`src/inc/cxe_pkg.sv`:
```
// constants for the exception entry unit
package cxe_pkg;
    // ------------------------------------------------------------
    // configuration word fields
    // ------------------------------------------------------------
    localparam int          CFG_ADDR_FAULT_BIT  = 31;
    localparam int          CFG_INSTR_FAULT_BIT = 30;
    localparam int          CFG_ACK_READ_BIT    = 29;
    localparam int          CFG_POSTED_BIT      = 27;
    localparam int          CFG_FLASH_SPEC_BIT  = 25;
    localparam logic [31:0] CFG_WRITE_MASK      = 32'hea00_0000;
    localparam logic [31:0] CFG_RESET           = 32'h0000_0000;
    // ------------------------------------------------------------
    // status word fields
    // ------------------------------------------------------------
    localparam int          SW_TRACE_BIT  = 15;
    localparam int          SW_SUPER_BIT  = 13;
    localparam int          SW_MASTER_BIT = 12;
    localparam int          SW_MASK_LSB   = 8;
    localparam logic [15:0] SW_RESET      = 16'h2700;
    localparam logic [15:0] SW_WRITE_MASK = 16'hb71f;
    // ------------------------------------------------------------
    // vectors
    // ------------------------------------------------------------
    localparam logic [7:0] VEC_ACCESS   = 8'h02;
    localparam logic [7:0] VEC_ADDRESS  = 8'h03;
    localparam logic [7:0] VEC_ILLEGAL  = 8'h04;
    localparam logic [7:0] VEC_DIVZERO  = 8'h05;
    localparam logic [7:0] VEC_PRIV     = 8'h08;
    localparam logic [7:0] VEC_TRACE    = 8'h09;
    localparam logic [7:0] VEC_LINE_A   = 8'h0a;
    localparam logic [7:0] VEC_LINE_F   = 8'h0b;
    localparam logic [7:0] VEC_DEBUG    = 8'h0c;
    localparam logic [7:0] VEC_FORMAT   = 8'h0e;
    localparam logic [7:0] VEC_SPURIOUS = 8'h18;
    localparam logic [7:0] VEC_TRAP0    = 8'h20;
    localparam logic [7:0] VEC_SWI_L7   = 8'h60;
    localparam logic [7:0] VEC_LAST     = 8'h66;
    localparam logic [31:0] VBASE_MASK  = 32'h00f0_0000;
    // ------------------------------------------------------------
    // frame and fault status
    // ------------------------------------------------------------
    localparam logic [3:0] FMT_BASE     = 4'h4;
    localparam logic [3:0] FS_NONE      = 4'h0;
    localparam logic [3:0] FS_FETCH     = 4'h4;
    localparam logic [3:0] FS_WRITE     = 4'h8;
    localparam logic [3:0] FS_PROTECT   = 4'h9;
    localparam logic [3:0] FS_READ      = 4'hc;
    localparam logic [31:0] ACK_BASE    = 32'hffff_ffe0;
    // ------------------------------------------------------------
    // exception kinds and states
    // ------------------------------------------------------------
    typedef enum logic [3:0] {
        EX_ACCESS, EX_ADDRESS, EX_ILLEGAL, EX_ILLEGAL_OP, EX_DIVZERO, EX_PRIV,
        EX_TRACE, EX_LINE_A, EX_LINE_F, EX_DEBUG, EX_FORMAT, EX_SPURIOUS,
        EX_TRAP, EX_IRQ, EX_FAULT_ON_FAULT
    } cxe_kind_e;
    typedef enum logic [2:0] {
        ST_IDLE, ST_ACK, ST_PUSH0, ST_PUSH1, ST_VEC, ST_FETCH, ST_FIRST
    } cxe_state_e;
endpackage : cxe_pkg

```
`src/logic/cxe_entry.sv`:
```
// exception entry sequencer with configuration word and status word
`timescale 1ns/1ps
// How it works
// [RL1] bit 31 turns address faults into exceptions
// [RL2] bit 30 turns instruction faults into exceptions
// [RL3] bit 29 fetches vector by acknowledge read
// [RL4] bit 27 disables posted peripheral writes
// [RL5] bit 25 disables flash read speculation
// [RL6] entry copies status, sets supervisor, clears trace
// [RL7] fault vector from kind; ack address encodes level
// [RL8] two-longword frame at word-aligned stack
// [RL9] handler read at base plus four times vector
// [RL10] entry ends when handler fetch issued; code stays busy until the first handler instruction retires
// [RL11] only vectors 0 to 102 used; code does not limit vectors from the pins or the acknowledge read
// [RL12] fault vectors 2,3,4,5,8,10,11,14
// [RL13] trace 9, debug 12, spurious 24, traps, swi; code generates no swi vector
// [RL14] stacked pc: faulting or next instruction
// [RL15] no interrupt sampling during first handler instruction
// [RL16] store-and-load-status saves mask, loads status
// [RL17] frame: format/vector, status, then pc
// [RL18] format field 4 to 7 from misalignment
// [RL19] fault status only for access/address errors
// [RL20] fault status codes 4, 8, 9, 12
// [RL21] vector number computed or from controller
module cxe_entry (
    input  wire logic        clk,            // core clock
    input  wire logic        rst_n,          // synchronous reset
    input  wire logic        ce,             // clock enable
    input  wire logic        cfg_we,         // config word write
    input  wire logic [31:0] cfg_wdata,      // config word data
    output logic      [31:0] core_config_word, // config word readback
    output logic             addr_fault_reset_off,  // config bit 31
    output logic             instr_fault_reset_off, // config bit 30
    output logic             ack_read_enable,       // config bit 29
    output logic             posted_write_off,      // config bit 27
    output logic             flash_spec_off,        // config bit 25
    input  wire logic        sw_we,          // status word write
    input  wire logic [15:0] sw_wdata,       // status word data
    input  wire logic        sl_exec,        // store-and-load-status strobe
    input  wire logic [15:0] sl_imm,         // value it loads
    output logic      [2:0]  sl_saved_mask,  // mask it saved
    output logic      [15:0] processor_status_word, // status word
    input  wire logic        vbase_we,       // vector base write
    input  wire logic [31:0] vbase_wdata,    // vector base data
    output logic      [31:0] vector_base,    // vector base
    input  wire logic [31:0] supervisor_stack_ptr, // stack before entry
    output logic      [31:0] new_stack_ptr,  // stack after frame
    output logic             new_sp_valid,   // pulse with new_stack_ptr
    input  wire logic        exc_req,        // fault or trap request
    input  wire cxe_pkg::cxe_kind_e exc_kind, // its kind
    input  wire logic [3:0]  exc_trap_num,   // trap number
    input  wire logic [3:0]  exc_fs,         // fault status code
    input  wire logic [31:0] exc_pc_fault,   // pc of faulting instr
    input  wire logic [31:0] exc_pc_next,    // pc of next instr
    input  wire logic        irq_req,        // interrupt request, pin
    input  wire logic [2:0]  irq_level,      // its level, pin
    input  wire logic [7:0]  irq_vector,     // its vector, pin
    output logic             exc_busy,       // entry in progress
    output logic             reset_event,    // pulse: fault becomes reset
    output logic             mem_req,        // bus request
    output logic             mem_we,         // bus write
    output logic      [31:0] mem_addr,       // bus address
    output logic      [31:0] mem_wdata,      // bus write data
    input  wire logic        mem_ack,        // bus done
    input  wire logic [31:0] mem_rdata,      // bus read data
    output logic             fetch_req,      // pulse: handler fetch
    output logic      [31:0] fetch_addr,     // handler address
    input  wire logic        instr_done      // pulse: instr retired
);
    // ------------------------------------------------------------
    // pin synchronisers for the interrupt request group
    // ------------------------------------------------------------
    logic [11:0] irq_s1_q, irq_s2_q;
    always_ff @(posedge clk)
    begin
        if (!rst_n)
        begin
            irq_s1_q <= 12'h000;
            irq_s2_q <= 12'h000;
        end
        else if (ce)
        begin
            irq_s1_q <= {irq_req, irq_level, irq_vector};
            irq_s2_q <= irq_s1_q;
        end
    end
    wire       irq_s   = irq_s2_q[11];
    wire [2:0] irql_s  = irq_s2_q[10:8];
    wire [7:0] irqv_s  = irq_s2_q[7:0];

    // ------------------------------------------------------------
    // state
    // ------------------------------------------------------------
    cxe_pkg::cxe_state_e st_q, st_d;
    logic [31:0] cfg_q, cfg_d, vb_q, vb_d, sp_q, sp_d, pc_q, pc_d, ha_q, ha_d;
    logic [15:0] sw_q, sw_d, swc_q, swc_d;
    logic [7:0]  vec_q, vec_d;
    logic [3:0]  fs_q, fs_d;
    logic [1:0]  mis_q, mis_d;
    logic [2:0]  lvl_q, lvl_d, slm_q, slm_d;
    logic        rst_ev_q, rst_ev_d, nsv_q, nsv_d, fr_q, fr_d;

    wire irq_take = irq_s && ((irql_s == 3'd7) ||
                    (irql_s > sw_q[cxe_pkg::SW_MASK_LSB +: 3]));

    // fault-class kinds that may instead raise a reset event
    function automatic logic goes_reset(input cxe_pkg::cxe_kind_e k,
                                        input logic [31:0] c);
        case (k)
            cxe_pkg::EX_ACCESS, cxe_pkg::EX_ADDRESS, cxe_pkg::EX_FORMAT,
            cxe_pkg::EX_FAULT_ON_FAULT:
                goes_reset = !c[cxe_pkg::CFG_ADDR_FAULT_BIT]; // RL1
            cxe_pkg::EX_ILLEGAL, cxe_pkg::EX_LINE_A, cxe_pkg::EX_LINE_F,
            cxe_pkg::EX_PRIV:
                goes_reset = !c[cxe_pkg::CFG_INSTR_FAULT_BIT]; // RL2
            default:
                goes_reset = 1'b0;
        endcase
    endfunction : goes_reset

    function automatic logic [7:0] kind_vec(input cxe_pkg::cxe_kind_e k,
                                            input logic [3:0] t);
        case (k) // RL7
            cxe_pkg::EX_ACCESS:     kind_vec = cxe_pkg::VEC_ACCESS; // RL12
            cxe_pkg::EX_ADDRESS:    kind_vec = cxe_pkg::VEC_ADDRESS;
            cxe_pkg::EX_ILLEGAL, cxe_pkg::EX_ILLEGAL_OP:
                                    kind_vec = cxe_pkg::VEC_ILLEGAL;
            cxe_pkg::EX_DIVZERO:    kind_vec = cxe_pkg::VEC_DIVZERO;
            cxe_pkg::EX_PRIV:       kind_vec = cxe_pkg::VEC_PRIV;
            cxe_pkg::EX_LINE_A:     kind_vec = cxe_pkg::VEC_LINE_A;
            cxe_pkg::EX_LINE_F:     kind_vec = cxe_pkg::VEC_LINE_F;
            cxe_pkg::EX_FORMAT:     kind_vec = cxe_pkg::VEC_FORMAT;
            cxe_pkg::EX_TRACE:      kind_vec = cxe_pkg::VEC_TRACE; // RL13
            cxe_pkg::EX_DEBUG:      kind_vec = cxe_pkg::VEC_DEBUG;
            cxe_pkg::EX_SPURIOUS:   kind_vec = cxe_pkg::VEC_SPURIOUS;
            cxe_pkg::EX_TRAP:       kind_vec = cxe_pkg::VEC_TRAP0 + {4'h0, t};
            default:                kind_vec = cxe_pkg::VEC_SPURIOUS;
        endcase
    endfunction : kind_vec

    function automatic logic is_fault_pc(input cxe_pkg::cxe_kind_e k);
        case (k) // RL14
            cxe_pkg::EX_TRACE, cxe_pkg::EX_DEBUG, cxe_pkg::EX_SPURIOUS,
            cxe_pkg::EX_TRAP, cxe_pkg::EX_IRQ:
                is_fault_pc = 1'b0;
            default:
                is_fault_pc = 1'b1;
        endcase
    endfunction : is_fault_pc

    // ------------------------------------------------------------
    // next-state logic
    // ------------------------------------------------------------
    always_comb
    begin
        st_d = st_q; cfg_d = cfg_q; vb_d = vb_q; sp_d = sp_q; pc_d = pc_q;
        ha_d = ha_q; sw_d = sw_q; swc_d = swc_q; vec_d = vec_q; fs_d = fs_q;
        mis_d = mis_q; lvl_d = lvl_q; slm_d = slm_q;
        rst_ev_d = 1'b0; nsv_d = 1'b0; fr_d = 1'b0;
        if (cfg_we)
            cfg_d = cfg_wdata & cxe_pkg::CFG_WRITE_MASK; // RL4 RL5
        if (vbase_we)
            vb_d = vbase_wdata & cxe_pkg::VBASE_MASK; // RL9
        if (sw_we)
            sw_d = sw_wdata & cxe_pkg::SW_WRITE_MASK;
        if (sl_exec)
        begin
            slm_d = sw_q[cxe_pkg::SW_MASK_LSB +: 3]; // RL16
            sw_d  = sl_imm & cxe_pkg::SW_WRITE_MASK;
        end
        case (st_q)
            cxe_pkg::ST_IDLE:
            begin
                if (exc_req || irq_take)
                begin
                    sp_d  = supervisor_stack_ptr;
                    mis_d = supervisor_stack_ptr[1:0];
                    if (exc_req && goes_reset(exc_kind, cfg_q))
                        rst_ev_d = 1'b1;
                    else
                    begin
                        swc_d = sw_q; // RL6
                        sw_d[cxe_pkg::SW_SUPER_BIT] = 1'b1;
                        sw_d[cxe_pkg::SW_TRACE_BIT] = 1'b0;
                        if (exc_req)
                        begin
                            vec_d = kind_vec(exc_kind, exc_trap_num);
                            pc_d  = is_fault_pc(exc_kind) ? exc_pc_fault
                                                          : exc_pc_next;
                            fs_d  = (exc_kind == cxe_pkg::EX_ACCESS ||
                                     exc_kind == cxe_pkg::EX_ADDRESS)
                                    ? exc_fs : cxe_pkg::FS_NONE; // RL19 RL20
                            st_d  = cxe_pkg::ST_PUSH0;
                        end
                        else
                        begin
                            sw_d[cxe_pkg::SW_MASTER_BIT] = 1'b0;
                            sw_d[cxe_pkg::SW_MASK_LSB +: 3] = irql_s;
                            lvl_d = irql_s;
                            vec_d = irqv_s; // RL21
                            pc_d  = exc_pc_next;
                            fs_d  = cxe_pkg::FS_NONE;
                            st_d  = cfg_q[cxe_pkg::CFG_ACK_READ_BIT]
                                    ? cxe_pkg::ST_ACK : cxe_pkg::ST_PUSH0; // RL3
                        end
                    end
                end
            end
            cxe_pkg::ST_ACK:
                if (mem_ack)
                begin
                    vec_d = mem_rdata[7:0]; // RL21
                    st_d  = cxe_pkg::ST_PUSH0;
                end
            cxe_pkg::ST_PUSH0:
                if (mem_ack)
                    st_d = cxe_pkg::ST_PUSH1;
            cxe_pkg::ST_PUSH1:
                if (mem_ack)
                begin
                    nsv_d = 1'b1;
                    st_d  = cxe_pkg::ST_VEC;
                end
            cxe_pkg::ST_VEC:
                if (mem_ack)
                begin
                    ha_d = mem_rdata;
                    st_d = cxe_pkg::ST_FETCH;
                end
            cxe_pkg::ST_FETCH:
            begin
                fr_d = 1'b1; // RL10
                st_d = cxe_pkg::ST_FIRST;
            end
            cxe_pkg::ST_FIRST:
                if (instr_done)
                    st_d = cxe_pkg::ST_IDLE; // RL15
            default:
                st_d = cxe_pkg::ST_IDLE;
        endcase
    end

    always_ff @(posedge clk)
    begin
        if (!rst_n)
        begin
            st_q <= cxe_pkg::ST_IDLE; cfg_q <= cxe_pkg::CFG_RESET;
            vb_q <= 32'h0000_0000; sp_q <= 32'h0000_0000; pc_q <= 32'h0000_0000;
            ha_q <= 32'h0000_0000; sw_q <= cxe_pkg::SW_RESET;
            swc_q <= cxe_pkg::SW_RESET; vec_q <= 8'h00; fs_q <= 4'h0;
            mis_q <= 2'h0; lvl_q <= 3'h0; slm_q <= 3'h0;
            rst_ev_q <= 1'b0; nsv_q <= 1'b0; fr_q <= 1'b0;
        end
        else if (ce)
        begin
            st_q <= st_d; cfg_q <= cfg_d; vb_q <= vb_d; sp_q <= sp_d;
            pc_q <= pc_d; ha_q <= ha_d; sw_q <= sw_d; swc_q <= swc_d;
            vec_q <= vec_d; fs_q <= fs_d; mis_q <= mis_d; lvl_q <= lvl_d;
            slm_q <= slm_d; rst_ev_q <= rst_ev_d; nsv_q <= nsv_d; fr_q <= fr_d;
        end
    end

    // ------------------------------------------------------------
    // outputs
    // ------------------------------------------------------------
    // frame base: word-aligned below stack, 8 bytes long
    wire [31:0] frame_base = {sp_q[31:2], 2'b00} - 32'd8; // RL8
    wire [15:0] fv_word = {cxe_pkg::FMT_BASE | {2'b00, mis_q}, // RL18
                           fs_q[3:2], vec_q, fs_q[1:0]};
    always_comb
    begin
        mem_req = 1'b0; mem_we = 1'b0; mem_addr = 32'h0000_0000;
        mem_wdata = 32'h0000_0000;
        case (st_q)
            cxe_pkg::ST_ACK:
            begin
                mem_req  = 1'b1;
                mem_addr = cxe_pkg::ACK_BASE | {27'h0, lvl_q, 2'b00}; // RL7
            end
            cxe_pkg::ST_PUSH0:
            begin
                mem_req = 1'b1; mem_we = 1'b1; mem_addr = frame_base;
                mem_wdata = {fv_word, swc_q}; // RL17
            end
            cxe_pkg::ST_PUSH1:
            begin
                mem_req = 1'b1; mem_we = 1'b1; mem_addr = frame_base + 32'd4;
                mem_wdata = pc_q;
            end
            cxe_pkg::ST_VEC:
            begin
                mem_req  = 1'b1;
                mem_addr = vb_q | {22'h0, vec_q, 2'b00}; // RL9 RL11
            end
            default: ;
        endcase
    end
    assign core_config_word      = cfg_q;
    assign addr_fault_reset_off  = cfg_q[cxe_pkg::CFG_ADDR_FAULT_BIT];
    assign instr_fault_reset_off = cfg_q[cxe_pkg::CFG_INSTR_FAULT_BIT];
    assign ack_read_enable       = cfg_q[cxe_pkg::CFG_ACK_READ_BIT];
    assign posted_write_off      = cfg_q[cxe_pkg::CFG_POSTED_BIT];
    assign flash_spec_off        = cfg_q[cxe_pkg::CFG_FLASH_SPEC_BIT];
    assign processor_status_word = sw_q;
    assign sl_saved_mask         = slm_q;
    assign vector_base           = vb_q;
    assign new_stack_ptr         = frame_base;
    assign new_sp_valid          = nsv_q;
    assign exc_busy              = (st_q != cxe_pkg::ST_IDLE);
    assign reset_event           = rst_ev_q;
    assign fetch_req             = fr_q;
    assign fetch_addr            = ha_q;
endmodule : cxe_entry

```
`config.mk`:
```
export PLATFORM = sky130hd
export DESIGN_NAME = cxe_entry
export DESIGN_NICKNAME = d
export VERILOG_FILES = /design/src/inc/cxe_pkg.sv /design/src/logic/cxe_entry.sv
export SDC_FILE = /design/constraint.sdc
export NUM_CORES = 1
export LEC_CHECK = 0
export CORE_AREA = 2 2 187 189
export DETAILED_ROUTE_END_ITERATION = 8
export DIE_AREA = 0 0 189 191
export DONT_BUFFER_PORTS = 1
export SLEW_MARGIN = 20
export SYNTH_ARGS = -nofsm -noshare
export SYNTH_HDL_FRONTEND = slang
export SYNTH_SLANG_ARGS = --single-unit
```
`constraint.sdc`:
```
create_clock -name clk -period 9.21 [get_ports clk]
set_clock_uncertainty 0.15 [all_clocks]
set_input_delay 1.842 -clock clk [delete_from_list [all_inputs] [get_ports clk]]
set_output_delay 1.842 -clock clk [all_outputs]
set_load 0.02 [all_outputs]
```
==> flow_metrics.py, run 1 <==
metrics = {
    "run_status": {
        "outcome": "finished clean",
    },
    "sta": {
        "fin_crit_ns": 6.75,
        "setup_ws_ns": 2.46,
        "maxSlewHeadroom_pct": 28.9,
        "rsz0062_at_grt": "no",
        "hold_viol": 0,
        "setup_viol": 0,
        "finalCritPeriodShare_pct": 73.3,
        "maxSlewViolCount": 0,
        "max_slew.worst_pin.slew_ns": 1.06,
        "fin_setup_tns_ns": 0,
        "fmax_mhz": 148,
    },
    "yosys": {
        "netlist.area_leader.share_pct": 34.1,
        "synth_ff_type": "dfxtp_1",
        "synth_xor_xnor_area_share_pct": 3.65,
        "avgSynthCellArea_um2": 8.00,
        "syn_area_um2": 10300,
        "async_reset_ff_share_pct": 0,
        "synth_top_family_by_area": "simple AND/OR/NAND/NOR gates",
        "synth-compound-area-share_pct": 20.7,
        "yosys_warnings": 0,
        "synth-simple-area-share_pct": 22.4,
        "synth-seq-cells": 175,
        "synth-seq-area-share_pct": 34.1,
        "ys_types": 74,
        "synth_mux_area_share_pct": 8.88,
        "netlist_instances": 1282,
        "synth_largest_area_cell": "dfxtp_1",
        "synth.area.top_cells": "dfxtp_1, nand2_1, mux2i_1, a21boi_0, buf_4",
        "synth-edff-count": 0,
        "synth_fa_ha_area_share_pct": 0.610,
    },
    "grt": {
        "antenna_found_initial": 1,
        "overflow": 0,
        "track_usage_pct": 17.9,
        "first_global_vias": 7835,
        "grt_max_degree": 176,
        "grt_pass1_wl_um": 49000,
    },
    "power_and_ir_drop": {
        "vdd_drop_max_v": 0.000133,
        "power_density_nw_per_um2": 185,
        "power_mw": 2.02,
        "leakagePower_nw": 4.37,
    },
    "floorplanning": {
        "rows": 68,
        "core_um2": 34100,
        "num_io_pins": 480,
        "die_h_um": 191,
        "die_w_um": 189,
        "start_util_pct": 30.1,
        "die_area_um2": 36100,
    },
    "setup_path": {
        "end_kind": "primary output",
        "arrival_ns": 4.76,
        "cp_max_fo": 10,
        "start_kind": "register",
        "setup.worst_path.class": "register to primary output",
        "required_ns": 7.22,
        "reg2reg_setup_slack_ns": 5.11,
    },
    "route": {
        "wl_met3_um": 2180,
        "routed-via-count": 8658,
        "ant_nets": 0,
        "drc": 0,
        "highest_layer": "met4",
        "routedWlPerCell_um": 19.9,
        "dr_wl_met2_um": 15500,
        "wl_met1_um": 14800,
        "drtIter0Drc": 492,
        "viasPerCell": 5.15,
        "wirelength_um": 33500,
        "first_pass_iters": 5,
    },
    "final_layout": {
        "drive_gt1_share_pct": 5.14,
        "nets": 1475,
        "fin_util_pct": 32.0,
        "final_common_cell": "nand2_1",
        "insertedDiodeCount": 0,
        "syn_to_final_growth_pct": 6.33,
        "fin_cells": 1680,
        "layout_common_cells": "nand2_1, dfxtp_1, mux2i_1, a21boi_0, conb_1",
    },
    "clock_tree": {
        "clock-sinks": 175,
        "cts_buffer_depth": 2,
        "postCtsSetupRepairBufs": 0,
        "cts_tree": "done",
        "cts-root-buf": "clkbuf_16",
        "path_clk_slew_ns": 0.08,
        "htree_levels": 4,
        "postCtsHoldBufs": 0,
        "cts_inserted_buffers": 17,
        "cts_resized": 0,
        "clkLatencyLatePin_ns": 0.44,
    },
    "placed_design": {
        "hpwl_um": 24900,
        "portBuffers": 0,
        "pre_cts_slack_ns": 3.03,
        "place_congestion": 0.903,
        "placed_cells": 1647,
    },
    "hold_path": {
        "hp-class": "register to register",
    },
    "flow_run": {
        "max-cap-violations": 0,
    },
}
cell families after synthesis:
kind of cell	count (synthesis)
multiplexers	91
buffers and inverters	190
AND/OR/NAND/NOR	482
other	1
flip-flops	175
AO/OA/AOI/OAI	297
adder cells (fa/ha/maj)	5
XOR/XNOR	41
final timing paths:
check	cells past startpoint	start	end
setup / recovery	10	sp_q[3]$_SDFFE_PN0P_	mem_addr[23]
hold / removal	2	swc_q[0]$_SDFFE_PN0P_	swc_q[0]$_SDFFE_PN0P_
setup reg to reg	8	st_q[0]$_SDFFE_PN0P_	swc_q[12]$_SDFFE_PN0P_
hold reg to reg	2	swc_q[0]$_SDFFE_PN0P_	swc_q[0]$_SDFFE_PN0P_
power breakdown:
group	total [mW]	internal [mW]	switching, mW	leakage, nW
registers	0.840	0.793	0.0472	1.43
clock network	0.759	0.412	0.347	0.290
logic	0.424	0.129	0.295	2.66
critical path, stage by stage (launching register included):
cell and delay (ns):
dfxtp_1 0.37, inv_1 0.28, ha_1 0.44, nor4b_2 0.55
nand4b_1 0.20, xnor2_1 0.76, nand2_1 0.29, nor4b_4 0.62
a31oi_1 0.16, nor2b_1 0.16, o22ai_1 0.48
layer usage:
layer / vias up / GRT usage [%]
met5: - / 0
met4: 0 / 6.61
met3: 47 / 4.46
met1: 4112 / 23.1
li1: 4173 / -
met2: 326 / 28.7
final cells by class:
cell class | instances | area (um2)
fillers | 3625 | 23200
multi-input cells | 980 | 6040
flip-flops and latches | 175 | 3510
well taps | 455 | 569
clock buffers | 19 | 433
clock inverters | 13 | 176
inverters | 30 | 113
repair buffers | 8 | 72.6
flip-flops by register name, indices dropped and copies added, names as in the netlist, 5 cells and up:
signal	flops
core_config_word	5
fetch_addr	32
irq_s1_q	12
irq_s2_q	12
pc_q	32
processor_status_word	11
sp_q	32
swc_q	11
vec_q	8
per-stage QoR:
step | hold WS (ns) | area (um2)
final | 0.320 | 10900
after global routing | 0.351 | 10900
after CTS | 0.318 | 10900
after detailed placement | 0.308 | 10300
after global placement | 0.302 | 10300
after floorplan | 0.290 | 10500
cell usage after synthesis (3+ instances only):
master,number
nand3_1,38
nand3b_1,4
o211a_1,39
xnor2_1,29
mux2i_1,91
nor4_1,7
o22ai_1,12
xor2_1,10
buf_1,4
o21ai_1,7
a22oi_1,14
buf_4,70
and3_1,17
nand4b_1,4
dfxtp_1,175
nand2_1,249
a21o_1,6
or2_2,3
clkbuf_1,82
ha_1,5
o311ai_0,3
nand2b_1,5
nor2b_1,42
nor2_1,56
or3_1,6
buf_2,3
nand4_1,9
inv_1,28
o21ai_0,47
nor3_1,18
o211ai_1,15
a21boi_0,91
o21a_1,6
a21oi_1,34
or4_1,3
Note: power is estimated with default switching activity, not from simulation.
==> run 2, diff against run 1 <==
- clock period: 9.21 -> 6.3 ns (I/O delays scaled with it)
==> flow_metrics.py, run 2 (synthesized netlist as in run 1, its figures left out) <==
metrics = {
    "run_status": {
        "outcome": "finished clean",
    },
    "power_and_ir_drop": {
        "vdd_drop_max_v": 0.000188,
        "leakagePower_nw": 4.41,
        "power_density_nw_per_um2": 270,
    },
    "placed_design": {
        "place_congestion": 0.905,
        "portBuffers": 0,
        "placed_cells": 1652,
        "hpwl_um": 25000,
        "dpl_cell_area_um2": 10300,
    },
    "sta": {
        "maxSlewHeadroom_pct": 21.2,
        "finalCritPeriodShare_pct": 92.2,
        "fmax_mhz": 172,
        "setup_viol": 0,
        "maxSlewViolCount": 0,
        "rsz0062_at_grt": "no",
        "fin_crit_ns": 5.81,
        "fin_setup_tns_ns": 0,
        "hold_viol": 0,
        "holdWs_ns": 0.314,
        "max_slew.worst_pin.slew_ns": 1.17,
    },
    "clock_tree": {
        "cts_inserted_buffers": 17,
        "path_clk_slew_ns": 0.08,
        "cts_resized": 0,
        "clkLatencyLatePin_ns": 0.44,
        "cts-root-buf": "clkbuf_16",
        "postCtsHoldBufs": 0,
        "clock-sinks": 175,
        "htree_levels": 4,
        "cts_tree": "done",
        "cts_buffer_depth": 2,
        "postCtsSetupRepairBufs": 0,
    },
    "setup_path": {
        "arrival_ns": 4.40,
        "cp_max_fo": 10,
        "required_ns": 4.89,
        "end_kind": "primary output",
        "setup.worst_path.class": "register to primary output",
        "start_kind": "register",
    },
    "floorplanning": {
        "die_area_um2": 36100,
        "die_w_um": 189,
        "die_h_um": 191,
        "rows": 68,
        "start_util_pct": 30.1,
        "num_io_pins": 480,
        "core_um2": 34100,
    },
    "final_layout": {
        "fin_cells": 1687,
        "nets": 1480,
        "fill_cells": 3616,
        "seq_area_um2": 3510,
        "final_area_um2": 11000,
        "drive_gt1_share_pct": 5.69,
        "syn_to_final_growth_pct": 6.82,
        "layout_common_cells": "nand2_1, dfxtp_1, mux2i_1, a21boi_0, conb_1",
        "multi_input_comb_area_um2": 6040,
        "final_common_cell": "nand2_1",
    },
    "flow_run": {
        "max-cap-violations": 0,
    },
    "grt": {
        "grt_max_degree": 176,
        "first_global_vias": 7863,
        "track_usage_pct": 17.8,
        "grt_pass1_wl_um": 48500,
        "overflow": 0,
        "antenna_found_initial": 3,
    },
    "route": {
        "ant_nets": 0,
        "first_pass_iters": 5,
        "routedWlPerCell_um": 19.8,
        "wirelength_um": 33500,
        "viasPerCell": 5.17,
        "drtIter0Drc": 528,
        "drc": 0,
        "routed-via-count": 8718,
    },
    "hold_path": {
        "hp-class": "register to register",
    },
}
run 2: changes by cell type in the layout (fill, tap and decap cells not counted), moves of 2 or more:
| cell | before | now |
|---|---|---|
| clkinvlp_4 | 2 | 0 |
| clkinv_4 | 2 | 0 |
| inv_6 | 2 | 4 |
| clkinv_8 | 2 | 5 |
| buf_4 | 7 | 12 |
| clkbuf_1 | 2 | 0 |
| diode_2 | 0 | 2 |
| bufinv_16 | 2 | 0 |
run 2: per-stage QoR:
stage	util, %	total power, mW	setup slack (ns)
final	32.1	2.96	0.492
after global routing	32.1	3.10	0.175
after CTS	32.0	3.00	0.481
after detailed placement	30.2	1.88	1.01
after global placement	30.2	1.87	1.04
after floorplan	-	1.79	1.54
run 2: layout make-up:
type / instances / share of cell area [%]
Clock buffer: 18 / 4.01
Multi-Input combinational cell: 980 / 55.1
Clock inverter: 14 / 1.62
Sequential cell: 175 / 32.0
Tap cell: 455 / 5.19
Timing Repair Buffer: 13 / 1.00
Inverter: 30 / 1.03
Antenna cell: 2 / 0.0457
run 2: power breakdown:
| part | switching, mW | total [mW] | internal (mW) |
|---|---|---|---|
| clock network | 0.549 | 1.10 | 0.553 |
| logic | 0.430 | 0.623 | 0.194 |
| registers | 0.0725 | 1.23 | 1.16 |
| total | 1.05 | 2.96 | 1.91 |
run 2: worst paths after layout:
path	cells after the start	slack, ns	start	end
max reg2reg	12	2.39	processor_status_word[9]$_SDFFE_PN1P_	pc_q[11]$_SDFFE_PN0P_
min reg2reg	2	0.31	fs_q[2]$_SDFFE_PN0P_	fs_q[2]$_SDFFE_PN0P_
max	10	0.49	sp_q[3]$_SDFFE_PN0P_	mem_addr[30]
min	2	0.31	fs_q[2]$_SDFFE_PN0P_	fs_q[2]$_SDFFE_PN0P_
run 2: critical path, stage by stage (launching register included):
cell,delay (ns)
dfxtp_1,0.37
inv_1,0.28
ha_1,0.44
nor4b_2,0.52
nand4_1,0.31
xnor2_2,0.52
o211ai_1,0.29
nand4b_1,0.37
nor3_4,0.32
nand2_1,0.08
o311a_1,0.45
run 2: layer usage:
metal  up-vias  share of wire (%)  track usage (%)
met5         -                  0                0
met4         0                3.0             8.02
met3        48                7.3             5.01
met2       364                 47             28.0
met1      4117                 43             22.5
li1       4189                  -                -
